**src/esp_cfg.svh**
```systemverilog
// byte layout, field positions and code values of element status pages
// included by the page builder and the sense selector; definitions only
`ifndef ESP_CFG_SVH
`define ESP_CFG_SVH

// page header byte positions
`define ESP_HDR_TYPE 6'h00
`define ESP_HDR_FLAGS 6'h01
`define ESP_HDR_LEN_HI 6'h02
`define ESP_HDR_LEN_LO 6'h03
`define ESP_HDR_RSVD 6'h04
`define ESP_HDR_CNT_HI 6'h05
`define ESP_HDR_CNT_MID 6'h06
`define ESP_HDR_CNT_LO 6'h07

// descriptor byte positions of the common part
`define ESP_DSC_ADDR_HI 6'h00
`define ESP_DSC_ADDR_LO 6'h01
`define ESP_DSC_STATUS 6'h02
`define ESP_DSC_RSVD 6'h03
`define ESP_DSC_ASC 6'h04
`define ESP_DSC_ASCQ 6'h05

// bit positions
`define ESP_PTAG_BIT 7
`define ESP_ATAG_BIT 6
`define ESP_EXCEPT_BIT 2
`define ESP_FULL_BIT 0

// element type codes
`define ESP_TYPE_ALL 8'h00
`define ESP_TYPE_HANDLER 8'h01
`define ESP_TYPE_STORAGE 8'h02
`define ESP_TYPE_PORT 8'h03
`define ESP_TYPE_DRIVE 8'h04

// descriptor lengths in bytes, with and without the volume tag
`define ESP_LEN_NOTAG 8'h10
`define ESP_LEN_TAG 8'h34

// sense codes and qualifiers
`define ESP_ASC_NONE 8'h00
`define ESP_ASC_VENDOR 8'h83
`define ESP_ASC_LEGACY 8'h90
`define ESP_Q_NONE 8'h00
`define ESP_Q_LABEL_DOUBT 8'h00
`define ESP_Q_LABEL_ERR 8'h01
`define ESP_Q_MAG_ABSENT 8'h02
`define ESP_Q_FULL_LABEL 8'h03
`define ESP_Q_DRIVE_ABSENT 8'h04
`define ESP_Q_FULL_ONLY 8'h07
`define ESP_Q_NO_LABEL 8'h09

`endif

```
**src/esp_pkg.sv**
```systemverilog
// types shared by the element status page builder
// assumes esp_cfg.svh carries all numeric constants
package esp_pkg;

   // emulation selections
   typedef enum logic [1:0] {
      ESP_EMUL_NATIVE,
      ESP_EMUL_LEGACY_E,
      ESP_EMUL_LEGACY_I,
      ESP_EMUL_LEGACY_T
   } esp_emul_t;

   // exception causes reported by the element source
   typedef enum logic [2:0] {
      ESP_CAUSE_NONE,
      ESP_CAUSE_LABEL_DOUBT,
      ESP_CAUSE_LABEL_ERR,
      ESP_CAUSE_DRIVE_ABSENT,
      ESP_CAUSE_MAG_ABSENT,
      ESP_CAUSE_FULL_DOUBT,
      ESP_CAUSE_NO_LABEL
   } esp_cause_t;

   // page framer states
   typedef enum logic [1:0] {
      ESP_IDLE,
      ESP_HDR,
      ESP_FETCH,
      ESP_DESC
   } esp_state_t;

endpackage : esp_pkg

```
**src/esp_page_builder.sv**
```systemverilog
// element status page framer: page header plus common descriptor part
// assumes element source and byte sink run on i_clk; fill bytes arrive
// combinationally for the index on o_byte_idx
//
// How it works
// - each page is an eight-byte header then one or more descriptors
// - header byte 0 holds the page type, never the all-types zero
// - byte 1 bit 7 set when descriptors carry primary volume tags
// - without a barcode reader the primary tag flag is always zero
// - alternate tag flag and remaining low bits of byte 1 are zero
// - bytes 2-3 give descriptor size: 16 plain, 52 with tags
// - byte 4 zero; bytes 5-7 are length times descriptor count
// - descriptors open with the two-byte element address
// - third byte exception bit: 0 normal, 1 uncertain state
// - on exception report doubt code and last trusted full and tag
// - full bit is 1 when a cartridge is held, else 0
// - descriptor bytes 4 and 5 hold sense code and qualifier
// - 83h/00h label doubt, 83h/01h label error, reader and not a legacy error emulation
// - 83h/04h marks a drive bay with no usable drive
// - native: 83h/02h magazine missing, 83h/03h full and label doubt
// - native without reader reports occupancy doubt as 83h/07h
// - native 83h/09h no label, never without a reader
// - legacy error emulations use 90h/02h and 90h/03h
// - third legacy: 83h/01h label absent, 83h/03h regardless of reader
// - type codes: 1 handler, 2 storage, 3 port, 4 drive
// - only non-empty pages; elements in ascending address order; a repeated or lower address is still sent, with o_order_err raised
// - tag field of 36 bytes present or dropped to give 16 bytes
`timescale 1ns/1ps
`include "esp_cfg.svh"

module esp_page_builder
   import esp_pkg::*;
#(
   parameter int CNT_W = 16
)
(
   input wire logic i_clk,
   input wire logic i_rst,
   // page request
   input wire logic i_start,
   input wire logic [7:0] i_elem_type,
   input wire logic i_tag_req,
   input wire logic [CNT_W-1:0] i_desc_count,
   input wire esp_emul_t i_emul,
   input wire logic i_barcode_present,
   output logic o_start_refused,
   output logic o_busy,
   // element source
   output logic o_elem_req,
   input wire logic i_elem_valid,
   input wire logic [15:0] i_elem_addr,
   input wire logic [7:0] i_elem_status,
   input wire logic i_elem_except,
   input wire logic i_elem_full,
   input wire logic i_elem_full_known,
   input wire esp_cause_t i_elem_cause,
   output logic o_tag_use_known,
   output logic o_order_err,
   // type-specific and tag bytes
   output logic [5:0] o_byte_idx,
   input wire logic [7:0] i_fill_byte,
   // byte stream to the host adapter
   output logic o_valid,
   output logic [7:0] o_data,
   output logic o_first,
   output logic o_last,
   input wire logic i_ready
);

   esp_state_t state;
   logic [CNT_W-1:0] remaining;
   logic [7:0] page_type;
   logic tag_on;
   logic [7:0] desc_len;
   logic [23:0] byte_count;
   esp_emul_t emul;
   logic barcode;
   logic [15:0] elem_addr;
   logic [15:0] prev_addr;
   logic have_prev;
   logic [7:0] elem_status;
   logic elem_except;
   logic elem_full;
   esp_cause_t elem_cause;
   logic [7:0] sense_asc;
   logic [7:0] sense_ascq;
   logic [7:0] next_data;
   logic [7:0] next_len;
   logic ld;
   logic start_ok;
   logic hdr_end;
   logic desc_end;
   logic last_desc;
   logic take_elem;

   // true for the four reportable element types only
   function automatic logic type_ok(input logic [7:0] t);
      type_ok = (t >= `ESP_TYPE_HANDLER) && (t <= `ESP_TYPE_DRIVE);
   endfunction : type_ok

   // the output register takes a new byte when empty or drained
   assign ld = !o_valid || i_ready;

   // refuse the all-types code and empty pages
   assign start_ok = type_ok(i_elem_type) &&
                     (i_desc_count != {CNT_W{1'b0}});

   // descriptor size follows the tag decision
   assign next_len = (i_tag_req && i_barcode_present) ?
                     `ESP_LEN_TAG : `ESP_LEN_NOTAG;

   // phase end markers
   assign hdr_end = (state == ESP_HDR) && ld &&
                    (o_byte_idx == `ESP_HDR_CNT_LO);
   assign desc_end = (state == ESP_DESC) && ld &&
                     (o_byte_idx == 6'(desc_len - 8'h01));
   assign last_desc = (remaining == {{(CNT_W-1){1'b0}}, 1'b1});
   assign take_elem = (state == ESP_FETCH) && i_elem_valid;

   // page state and byte index
   always_ff @(posedge i_clk or posedge i_rst)
   begin
      if (i_rst)
      begin
         state <= ESP_IDLE;
         o_byte_idx <= 6'h00;
      end
      else
      begin
         case (state)
            ESP_IDLE:
               if (i_start && start_ok)
               begin
                  state <= ESP_HDR;
                  o_byte_idx <= 6'h00;
               end
            ESP_HDR:
               if (hdr_end)
               begin
                  state <= ESP_FETCH;
                  o_byte_idx <= 6'h00;
               end
               else if (ld)
                  o_byte_idx <= o_byte_idx + 6'h01;
            ESP_FETCH:
               if (i_elem_valid)
               begin
                  state <= ESP_DESC;
                  o_byte_idx <= 6'h00;
               end
            ESP_DESC:
               if (desc_end)
               begin
                  state <= last_desc ? ESP_IDLE : ESP_FETCH;
                  o_byte_idx <= 6'h00;
               end
               else if (ld)
                  o_byte_idx <= o_byte_idx + 6'h01;
            default:
            begin
               state <= ESP_IDLE;
               o_byte_idx <= 6'h00;
            end
         endcase
      end
   end

   // page configuration, caught when a page starts
   always_ff @(posedge i_clk or posedge i_rst)
   begin
      if (i_rst)
      begin
         page_type <= `ESP_TYPE_HANDLER;
         tag_on <= 1'b0;
         desc_len <= `ESP_LEN_NOTAG;
         byte_count <= 24'h000000;
         emul <= ESP_EMUL_NATIVE;
         barcode <= 1'b0;
      end
      else if (state == ESP_IDLE && i_start && start_ok)
      begin
         page_type <= i_elem_type;
         // tag flag needs a fitted reader
         tag_on <= i_tag_req && i_barcode_present;
         desc_len <= next_len;
         byte_count <= 24'({16'h0000, next_len} * 24'(i_desc_count));
         emul <= i_emul;
         barcode <= i_barcode_present;
      end
   end

   // descriptors still to send in this page
   always_ff @(posedge i_clk or posedge i_rst)
   begin
      if (i_rst)
         remaining <= {CNT_W{1'b0}};
      else if (state == ESP_IDLE && i_start && start_ok)
         remaining <= i_desc_count;
      else if (desc_end)
         remaining <= remaining - {{(CNT_W-1){1'b0}}, 1'b1};
   end

   // request and refusal strobes, busy level
   always_ff @(posedge i_clk or posedge i_rst)
   begin
      if (i_rst)
      begin
         o_elem_req <= 1'b0;
         o_start_refused <= 1'b0;
         o_busy <= 1'b0;
      end
      else
      begin
         if (take_elem)
            o_elem_req <= 1'b0;
         else if (hdr_end || (desc_end && !last_desc))
            o_elem_req <= 1'b1;
         o_start_refused <= i_start && (state != ESP_IDLE || !start_ok);
         if (state == ESP_IDLE && i_start && start_ok)
            o_busy <= 1'b1;
         else if (desc_end && last_desc)
            o_busy <= 1'b0;
      end
   end

   // element capture for the descriptor about to be sent
   always_ff @(posedge i_clk or posedge i_rst)
   begin
      if (i_rst)
      begin
         elem_addr <= 16'h0000;
         elem_status <= 8'h00;
         elem_except <= 1'b0;
         elem_full <= 1'b0;
         elem_cause <= ESP_CAUSE_NONE;
         o_tag_use_known <= 1'b0;
      end
      else if (take_elem)
      begin
         elem_addr <= i_elem_addr;
         elem_status <= i_elem_status;
         elem_except <= i_elem_except;
         elem_full <= i_elem_except ? i_elem_full_known : i_elem_full;
         elem_cause <= i_elem_cause;
         // tag source told to use last trusted label
         o_tag_use_known <= i_elem_except;
      end
   end

   // address order watch across the page
   always_ff @(posedge i_clk or posedge i_rst)
   begin
      if (i_rst)
      begin
         prev_addr <= 16'h0000;
         have_prev <= 1'b0;
         o_order_err <= 1'b0;
      end
      else
      begin
         o_order_err <= 1'b0;
         if (state == ESP_IDLE && i_start && start_ok)
            have_prev <= 1'b0;
         else if (take_elem)
         begin
            o_order_err <= have_prev && (i_elem_addr <= prev_addr);
            prev_addr <= i_elem_addr;
            have_prev <= 1'b1;
         end
      end
   end

   // sense pair of the captured element
   esp_sense_select u_sense (
      .i_emul(emul),
      .i_barcode_present(barcode),
      .i_except(elem_except),
      .i_cause(elem_cause),
      .o_asc(sense_asc),
      .o_ascq(sense_ascq)
   );

   // byte at the current index of header or descriptor
   always_comb
   begin
      next_data = 8'h00;
      if (state == ESP_HDR)
      begin
         case (o_byte_idx)
            `ESP_HDR_TYPE: next_data = page_type;
            `ESP_HDR_FLAGS:
            begin
               next_data = 8'h00;
               next_data[`ESP_PTAG_BIT] = tag_on;
            end
            `ESP_HDR_LEN_HI: next_data = 8'h00;
            `ESP_HDR_LEN_LO: next_data = desc_len;
            `ESP_HDR_RSVD: next_data = 8'h00;
            `ESP_HDR_CNT_HI: next_data = byte_count[23:16];
            `ESP_HDR_CNT_MID: next_data = byte_count[15:8];
            `ESP_HDR_CNT_LO: next_data = byte_count[7:0];
            default: next_data = 8'h00;
         endcase
      end
      else if (state == ESP_DESC)
      begin
         case (o_byte_idx)
            `ESP_DSC_ADDR_HI: next_data = elem_addr[15:8];
            `ESP_DSC_ADDR_LO: next_data = elem_addr[7:0];
            `ESP_DSC_STATUS:
            begin
               next_data = elem_status;
               next_data[`ESP_EXCEPT_BIT] = elem_except;
               next_data[`ESP_FULL_BIT] = elem_full;
            end
            `ESP_DSC_RSVD: next_data = 8'h00;
            `ESP_DSC_ASC: next_data = sense_asc;
            `ESP_DSC_ASCQ: next_data = sense_ascq;
            // type fields and tag from the fill source
            default: next_data = i_fill_byte;
         endcase
      end
   end

   // output byte register with back-pressure
   always_ff @(posedge i_clk or posedge i_rst)
   begin
      if (i_rst)
      begin
         o_valid <= 1'b0;
         o_data <= 8'h00;
         o_first <= 1'b0;
         o_last <= 1'b0;
      end
      else if (ld)
      begin
         o_valid <= (state == ESP_HDR) || (state == ESP_DESC);
         o_data <= next_data;
         o_first <= (state == ESP_HDR) && (o_byte_idx == `ESP_HDR_TYPE);
         o_last <= desc_end && last_desc;
      end
   end

endmodule : esp_page_builder

```
**src/esp_sense_select.sv**
```systemverilog
// sense code pair selection from cause, emulation and reader presence
// combinational; inputs are held stable by the page builder
`timescale 1ns/1ps
`include "esp_cfg.svh"

module esp_sense_select
   import esp_pkg::*;
(
   input wire esp_emul_t i_emul,
   input wire logic i_barcode_present,
   input wire logic i_except,
   input wire esp_cause_t i_cause,
   output logic [7:0] o_asc,
   output logic [7:0] o_ascq
);

   logic legacy_ei;
   logic label_ok;

   // the two legacy error emulations never report label codes
   assign legacy_ei = (i_emul == ESP_EMUL_LEGACY_E) ||
                      (i_emul == ESP_EMUL_LEGACY_I);
   assign label_ok = i_barcode_present && !legacy_ei;

   // pick the pair; no exception or unreportable cause gives zeros
   always_comb
   begin
      o_asc = `ESP_ASC_NONE;
      o_ascq = `ESP_Q_NONE;
      if (i_except)
      begin
         case (i_cause)
            ESP_CAUSE_LABEL_DOUBT:
               if (label_ok)
               begin
                  o_asc = `ESP_ASC_VENDOR;
                  o_ascq = `ESP_Q_LABEL_DOUBT;
               end
            ESP_CAUSE_LABEL_ERR:
               if (label_ok)
               begin
                  o_asc = `ESP_ASC_VENDOR;
                  o_ascq = `ESP_Q_LABEL_ERR;
               end
            ESP_CAUSE_DRIVE_ABSENT:
            begin
               o_asc = `ESP_ASC_VENDOR;
               o_ascq = `ESP_Q_DRIVE_ABSENT;
            end
            ESP_CAUSE_MAG_ABSENT:
            begin
               o_asc = legacy_ei ? `ESP_ASC_LEGACY : `ESP_ASC_VENDOR;
               o_ascq = `ESP_Q_MAG_ABSENT;
            end
            ESP_CAUSE_FULL_DOUBT:
            begin
               o_asc = legacy_ei ? `ESP_ASC_LEGACY : `ESP_ASC_VENDOR;
               o_ascq = `ESP_Q_FULL_LABEL;
               if (i_emul == ESP_EMUL_NATIVE && !i_barcode_present)
                  o_ascq = `ESP_Q_FULL_ONLY;
            end
            ESP_CAUSE_NO_LABEL:
               if (label_ok)
               begin
                  o_asc = `ESP_ASC_VENDOR;
                  o_ascq = (i_emul == ESP_EMUL_LEGACY_T) ?
                           `ESP_Q_LABEL_ERR : `ESP_Q_NO_LABEL;
               end
            default:
            begin
               o_asc = `ESP_ASC_NONE;
               o_ascq = `ESP_Q_NONE;
            end
         endcase
      end
   end

endmodule : esp_sense_select

```
**config.mk**
```make
export PLATFORM = sky130hd
export DESIGN_NAME = esp_page_builder
export DESIGN_NICKNAME = d
export VERILOG_FILES = /design/src/esp_pkg.sv /design/src/esp_page_builder.sv /design/src/esp_sense_select.sv
export VERILOG_INCLUDE_DIRS = /design/src
export SDC_FILE = /design/constraint.sdc
export NUM_CORES = 1
export LEC_CHECK = 0
export BUFFER_PORTS_ARGS = -buffer_cell sky130_fd_sc_hd__buf_2
export CORE_MARGIN = 2
export CORE_UTILIZATION = 40
export CTS_CLUSTER_DIAMETER = 100
export DETAILED_ROUTE_END_ITERATION = 10
export GPL_ROUTABILITY_DRIVEN = 0
export PLACE_DENSITY = 0.57
export SYNTH_ARGS = -nofsm -noshare
export SYNTH_HDL_FRONTEND = slang
export SYNTH_SLANG_ARGS = --single-unit
```
**constraint.sdc**
```tcl
create_clock -name i_clk -period 3.7 [get_ports i_clk]
set_input_delay 0 -clock i_clk [delete_from_list [all_inputs] [get_ports i_clk]]
set_output_delay 0 -clock i_clk [all_outputs]
set_load 0.03 [all_outputs]
```
==> results.toml <==
[sta]
fmax_mhz = 288.3
fin_crit_ps = 3469
timing_worst_slew_pin_value_ps = 1154
timing.clock.skew_ps = 9.283
relSlewSlack_pct = 21.97
setup_slack_ps = 230.8
share_of_the_cycle_needed_by_the_critical_path_after_routing_pct = 93.76
finalSetupViolCount = 0
holdWs_ps = 15.91
pins_over_their_slew_limit = 0
hold_violations = 0

[worst_setup_path]
startpoint_type = "input port"
worst_ep_arrival_time_ps = 3780
worst-endpoint-required_ps = 4010
setup.worst_path.class = "input port to flop"
crit_path_max_fanout = 26
rrSetupSlack_ps = 990
rr_worst_depth = 5
timing.critical_path.to_type = "flop"

[place]
post_place_worst_slack_ps = 307.4
dp_hpwl_mm = 15.78
place_area_um2 = 8442
port_buffers = 90

[floorplanning]
die_area_um2 = 20440
i_o_pin_count = 93
placementRows = 50
initial_utilization_pct = 41.02
core_um2 = 18830
dieWidth_um = 143.0
fp.dieH_um = 143.0

[grt]
antenna_found_initial = 0
grt_max_degree = 73
gr-total-overflow = 0
number_of_global_route_vias_before_repair = 6763
gr-usage-all-layers_pct = 22.55
grt_first_pass_wirelength_mm = 35.85

[yosys]
avgSynthCellArea_um2 = 8.747
synthSimpleGateAreaFrac_pct = 22.79
synth_area_um2 = 7724
synth_xor_area_share_pct = 3.289
yosys_register_bits = 115
synth.distinct_cells = 69
dominantRegCellSynth = "dfrtp_1"
synth_largest_type_area_fraction_pct = 36.94
synth_async_sr_flop_share_pct = 100.0
seq_area_frac_synth_pct = 37.28
syn_inst = 883
post-synth-top-area-cell = "dfrtp_1"
synth_top_cells_by_area = "dfrtp_1 37%, ha_1 12%, nand2_1 8.3%"
yosys_warnings = 0
synthesis.nets = 1031
number_of_enable_type_register_cells_in_the_synthesized_netlist = 0
synth_top_family_by_area = "simple AND/OR/NAND/NOR gates"
synth_compound_area_share_pct = 18.44
synth_fa_ha_area_share_pct = 13.06
synth.mux.area_fraction_pct = 0.5508

[routing]
dr.first_iter.drc_count = 498
antenna_left = 0
route.detailed.drc = 0
detailedRoute.firstPassIterationCount = 5
wirelength_routed_mm = 21.98
dr_total_vias = 6992
routed_wire_length_per_instance_um = 17.11
drt-vias-per-instance = 5.441

[hold_path]
hold_path_depth = 4
min-delay-path-class = "input port to flop"

[power]
power_leakage_nw = 4.497
power.total_mw = 5.306
power.ir.vdd_worst_mv = 0.3191
power.density_nw_per_um2 = 553.1

[job]
maxCapViolCount = 0

[cells_and_area]
finish.instance_area_um2 = 9594
antenna_cells_inserted = 0
ratio_of_cells_with_drive_above_1_in_the_final_layout_pct = 16.10
multiInputGateArea_um2 = 4518
fillCellCount = 1771
syn2layout_area_growth_pct = 24.22
net_count_reported_at_finish = 1160
seq_area_um2 = 2879
layout.core_utilization_pct = 50.95

[cts]
cts_inserted_buffers = 17
clock_tree_from_tritoncts = "yes"
worst_skew_pair.late_latency_ps = 430
cts_max_level = 4
clk_pin_slew_worst_paths_ps = 60
clock_tree.buffer_depth = 2
clock_sinks = 115
post_cts_setup_buffer_count = 0
ctsRootBufferMaster = "clkbuf_16"

[status]
outcome = "completed"
## metrics by stage
| step | instances | TNS [ps] |
|---|---|---|
| after floorplan | 883 | 0 |
| after global placement | 1200 | 0 |
| after detailed placement | 1200 | 0 |
| after CTS | 1285 | 0 |
| after global routing | 1285 | -8.016 |
| final | 1285 | 0 |
## cells in the final DEF, fill, tap and decap left out, drive strengths merged, types with 5 or more instances in the layout
master and n:
a211o 6, a211oi 6, a21o 6, a21oi 40, a222oi 9, a22oi 11
a31o 8, and2 13, and3 14, buf 107, clkbuf 19, clkinvlp 5
dfrtp 114, dlygate4sd3 53, fa 6, ha 71, inv 45, nand2 170
nand2b 6, nand3 30, nand4 14, nor2 38, nor2b 9, nor3 13
nor4 15, o211ai 10, o21a 6, o21ai 53, o2bb2ai 7, o31ai 8
or3 7, or4 6, xnor2 23, xor2 6
## metal layers
metal | wire (um) | vias to the layer above | GRT usage (%) | share of wire, %
li1 | - | 3458 | - | -
met1 | 10780 | 3351 | 33.46 | 49
met5 | 0 | - | 0 | 0
met3 | 917 | 21 | 2.448 | 4.2
met4 | 294 | 0 | 6.931 | 1.3
met2 | 9994 | 162 | 34.55 | 45
## where the power goes
part	total, mW	leakage [nW]	internal (mW)	switching [mW]
registers	1.84	1.46	1.58	0.257
logic	1.79	2.76	0.687	1.10
clock network	1.68	0.279	1.03	0.647
## critical path: stages
cell	delay, ps
dlygate4sd3_1	540
buf_2	160
and2_1	170
buf_4	270
nand2_1	140
xnor2_1	150
ha_1	320
a31o_2	240
ha_1	270
ha_1	350
nor3_1	80
nor3_1	370
a21oi_2	190
o2111a_1	280
a211o_1	260
## timing repair
| item | in CTS | in global routing |
|---|---|---|
| hold endpoints to repair | 137 | 0 |
| setup endpoints to repair | 0 | 5 |
| hold buffers | 53 | 0 |
| gates resized for setup | 0 | 5 |
## sequential cells by signal, indices dropped and copies added (netlist names), 2 cells and up
| name | count |
|---|---|
| o_data | 8 |
| elem_addr | 16 |
| page_type | 8 |
| state | 2 |
| emul | 2 |
| elem_status | 6 |
| prev_addr | 16 |
| elem_cause | 3 |
| o_byte_idx | 6 |
| byte_count | 20 |
| remaining | 16 |
## kinds of logic (layout without fill, tap and decap cells)
logic type | after synthesis | count (layout)
buffers and inverters | 92 | 234
DFF | 115 | 115
xor gates and xnor gates | 29 | 29
muxes | 4 | 4
adders and majority gates | 77 | 77
and+or+nand+nor | 359 | 359
AOI/OAI and AO/OA | 207 | 207
## area by class of cell
cell class	instances	area share, %
tap	260	3.391
clock buffer	19	4.721
inverter	42	1.669
clock inverter	13	1.565
sequential	115	30.01
timing repair buffer	160	11.55
multi-input combinational	676	47.09
## path summary, 6_finish.rpt
path | startpoint | endpoint
worst min-delay path | i_fill_byte[2] | o_data[2]
min in group asynchronous | i_rst | prev_addr[3]
max in group asynchronous | i_rst | remaining[3]
worst max-delay path | i_barcode_present | byte_count[17]
worst max register to register | o_byte_idx[1] | remaining[9]
worst min register to register | byte_count[6] | byte_count[6]
## synth_stat cells (4+ instances only)
cell type  instances
a211o_1            6
a211oi_1           6
a21o_1             6
a21oi_1           40
a221oi_1           4
a222oi_1           9
a22oi_1           11
a31o_2             8
a32oi_1            4
and2_1            13
and3_1            14
buf_1              5
buf_2              8
clkbuf_1          37
dfrtp_1          114
fa_1               6
ha_1              71
inv_1             42
nand2_1          170
nand2b_1           6
nand3_1           30
nand4_1           14
nor2_1            38
nor2b_1            9
nor3_1            13
nor4_1            14
o2111ai_1          4
o211ai_1          10
o21a_1             6
o21ai_0           53
o2bb2ai_1          7
o31ai_1            8
or3_1              7
or4_1              4
xnor2_1           23
xor2_1             6
Note: power is estimated with default switching activity, not from simulation.
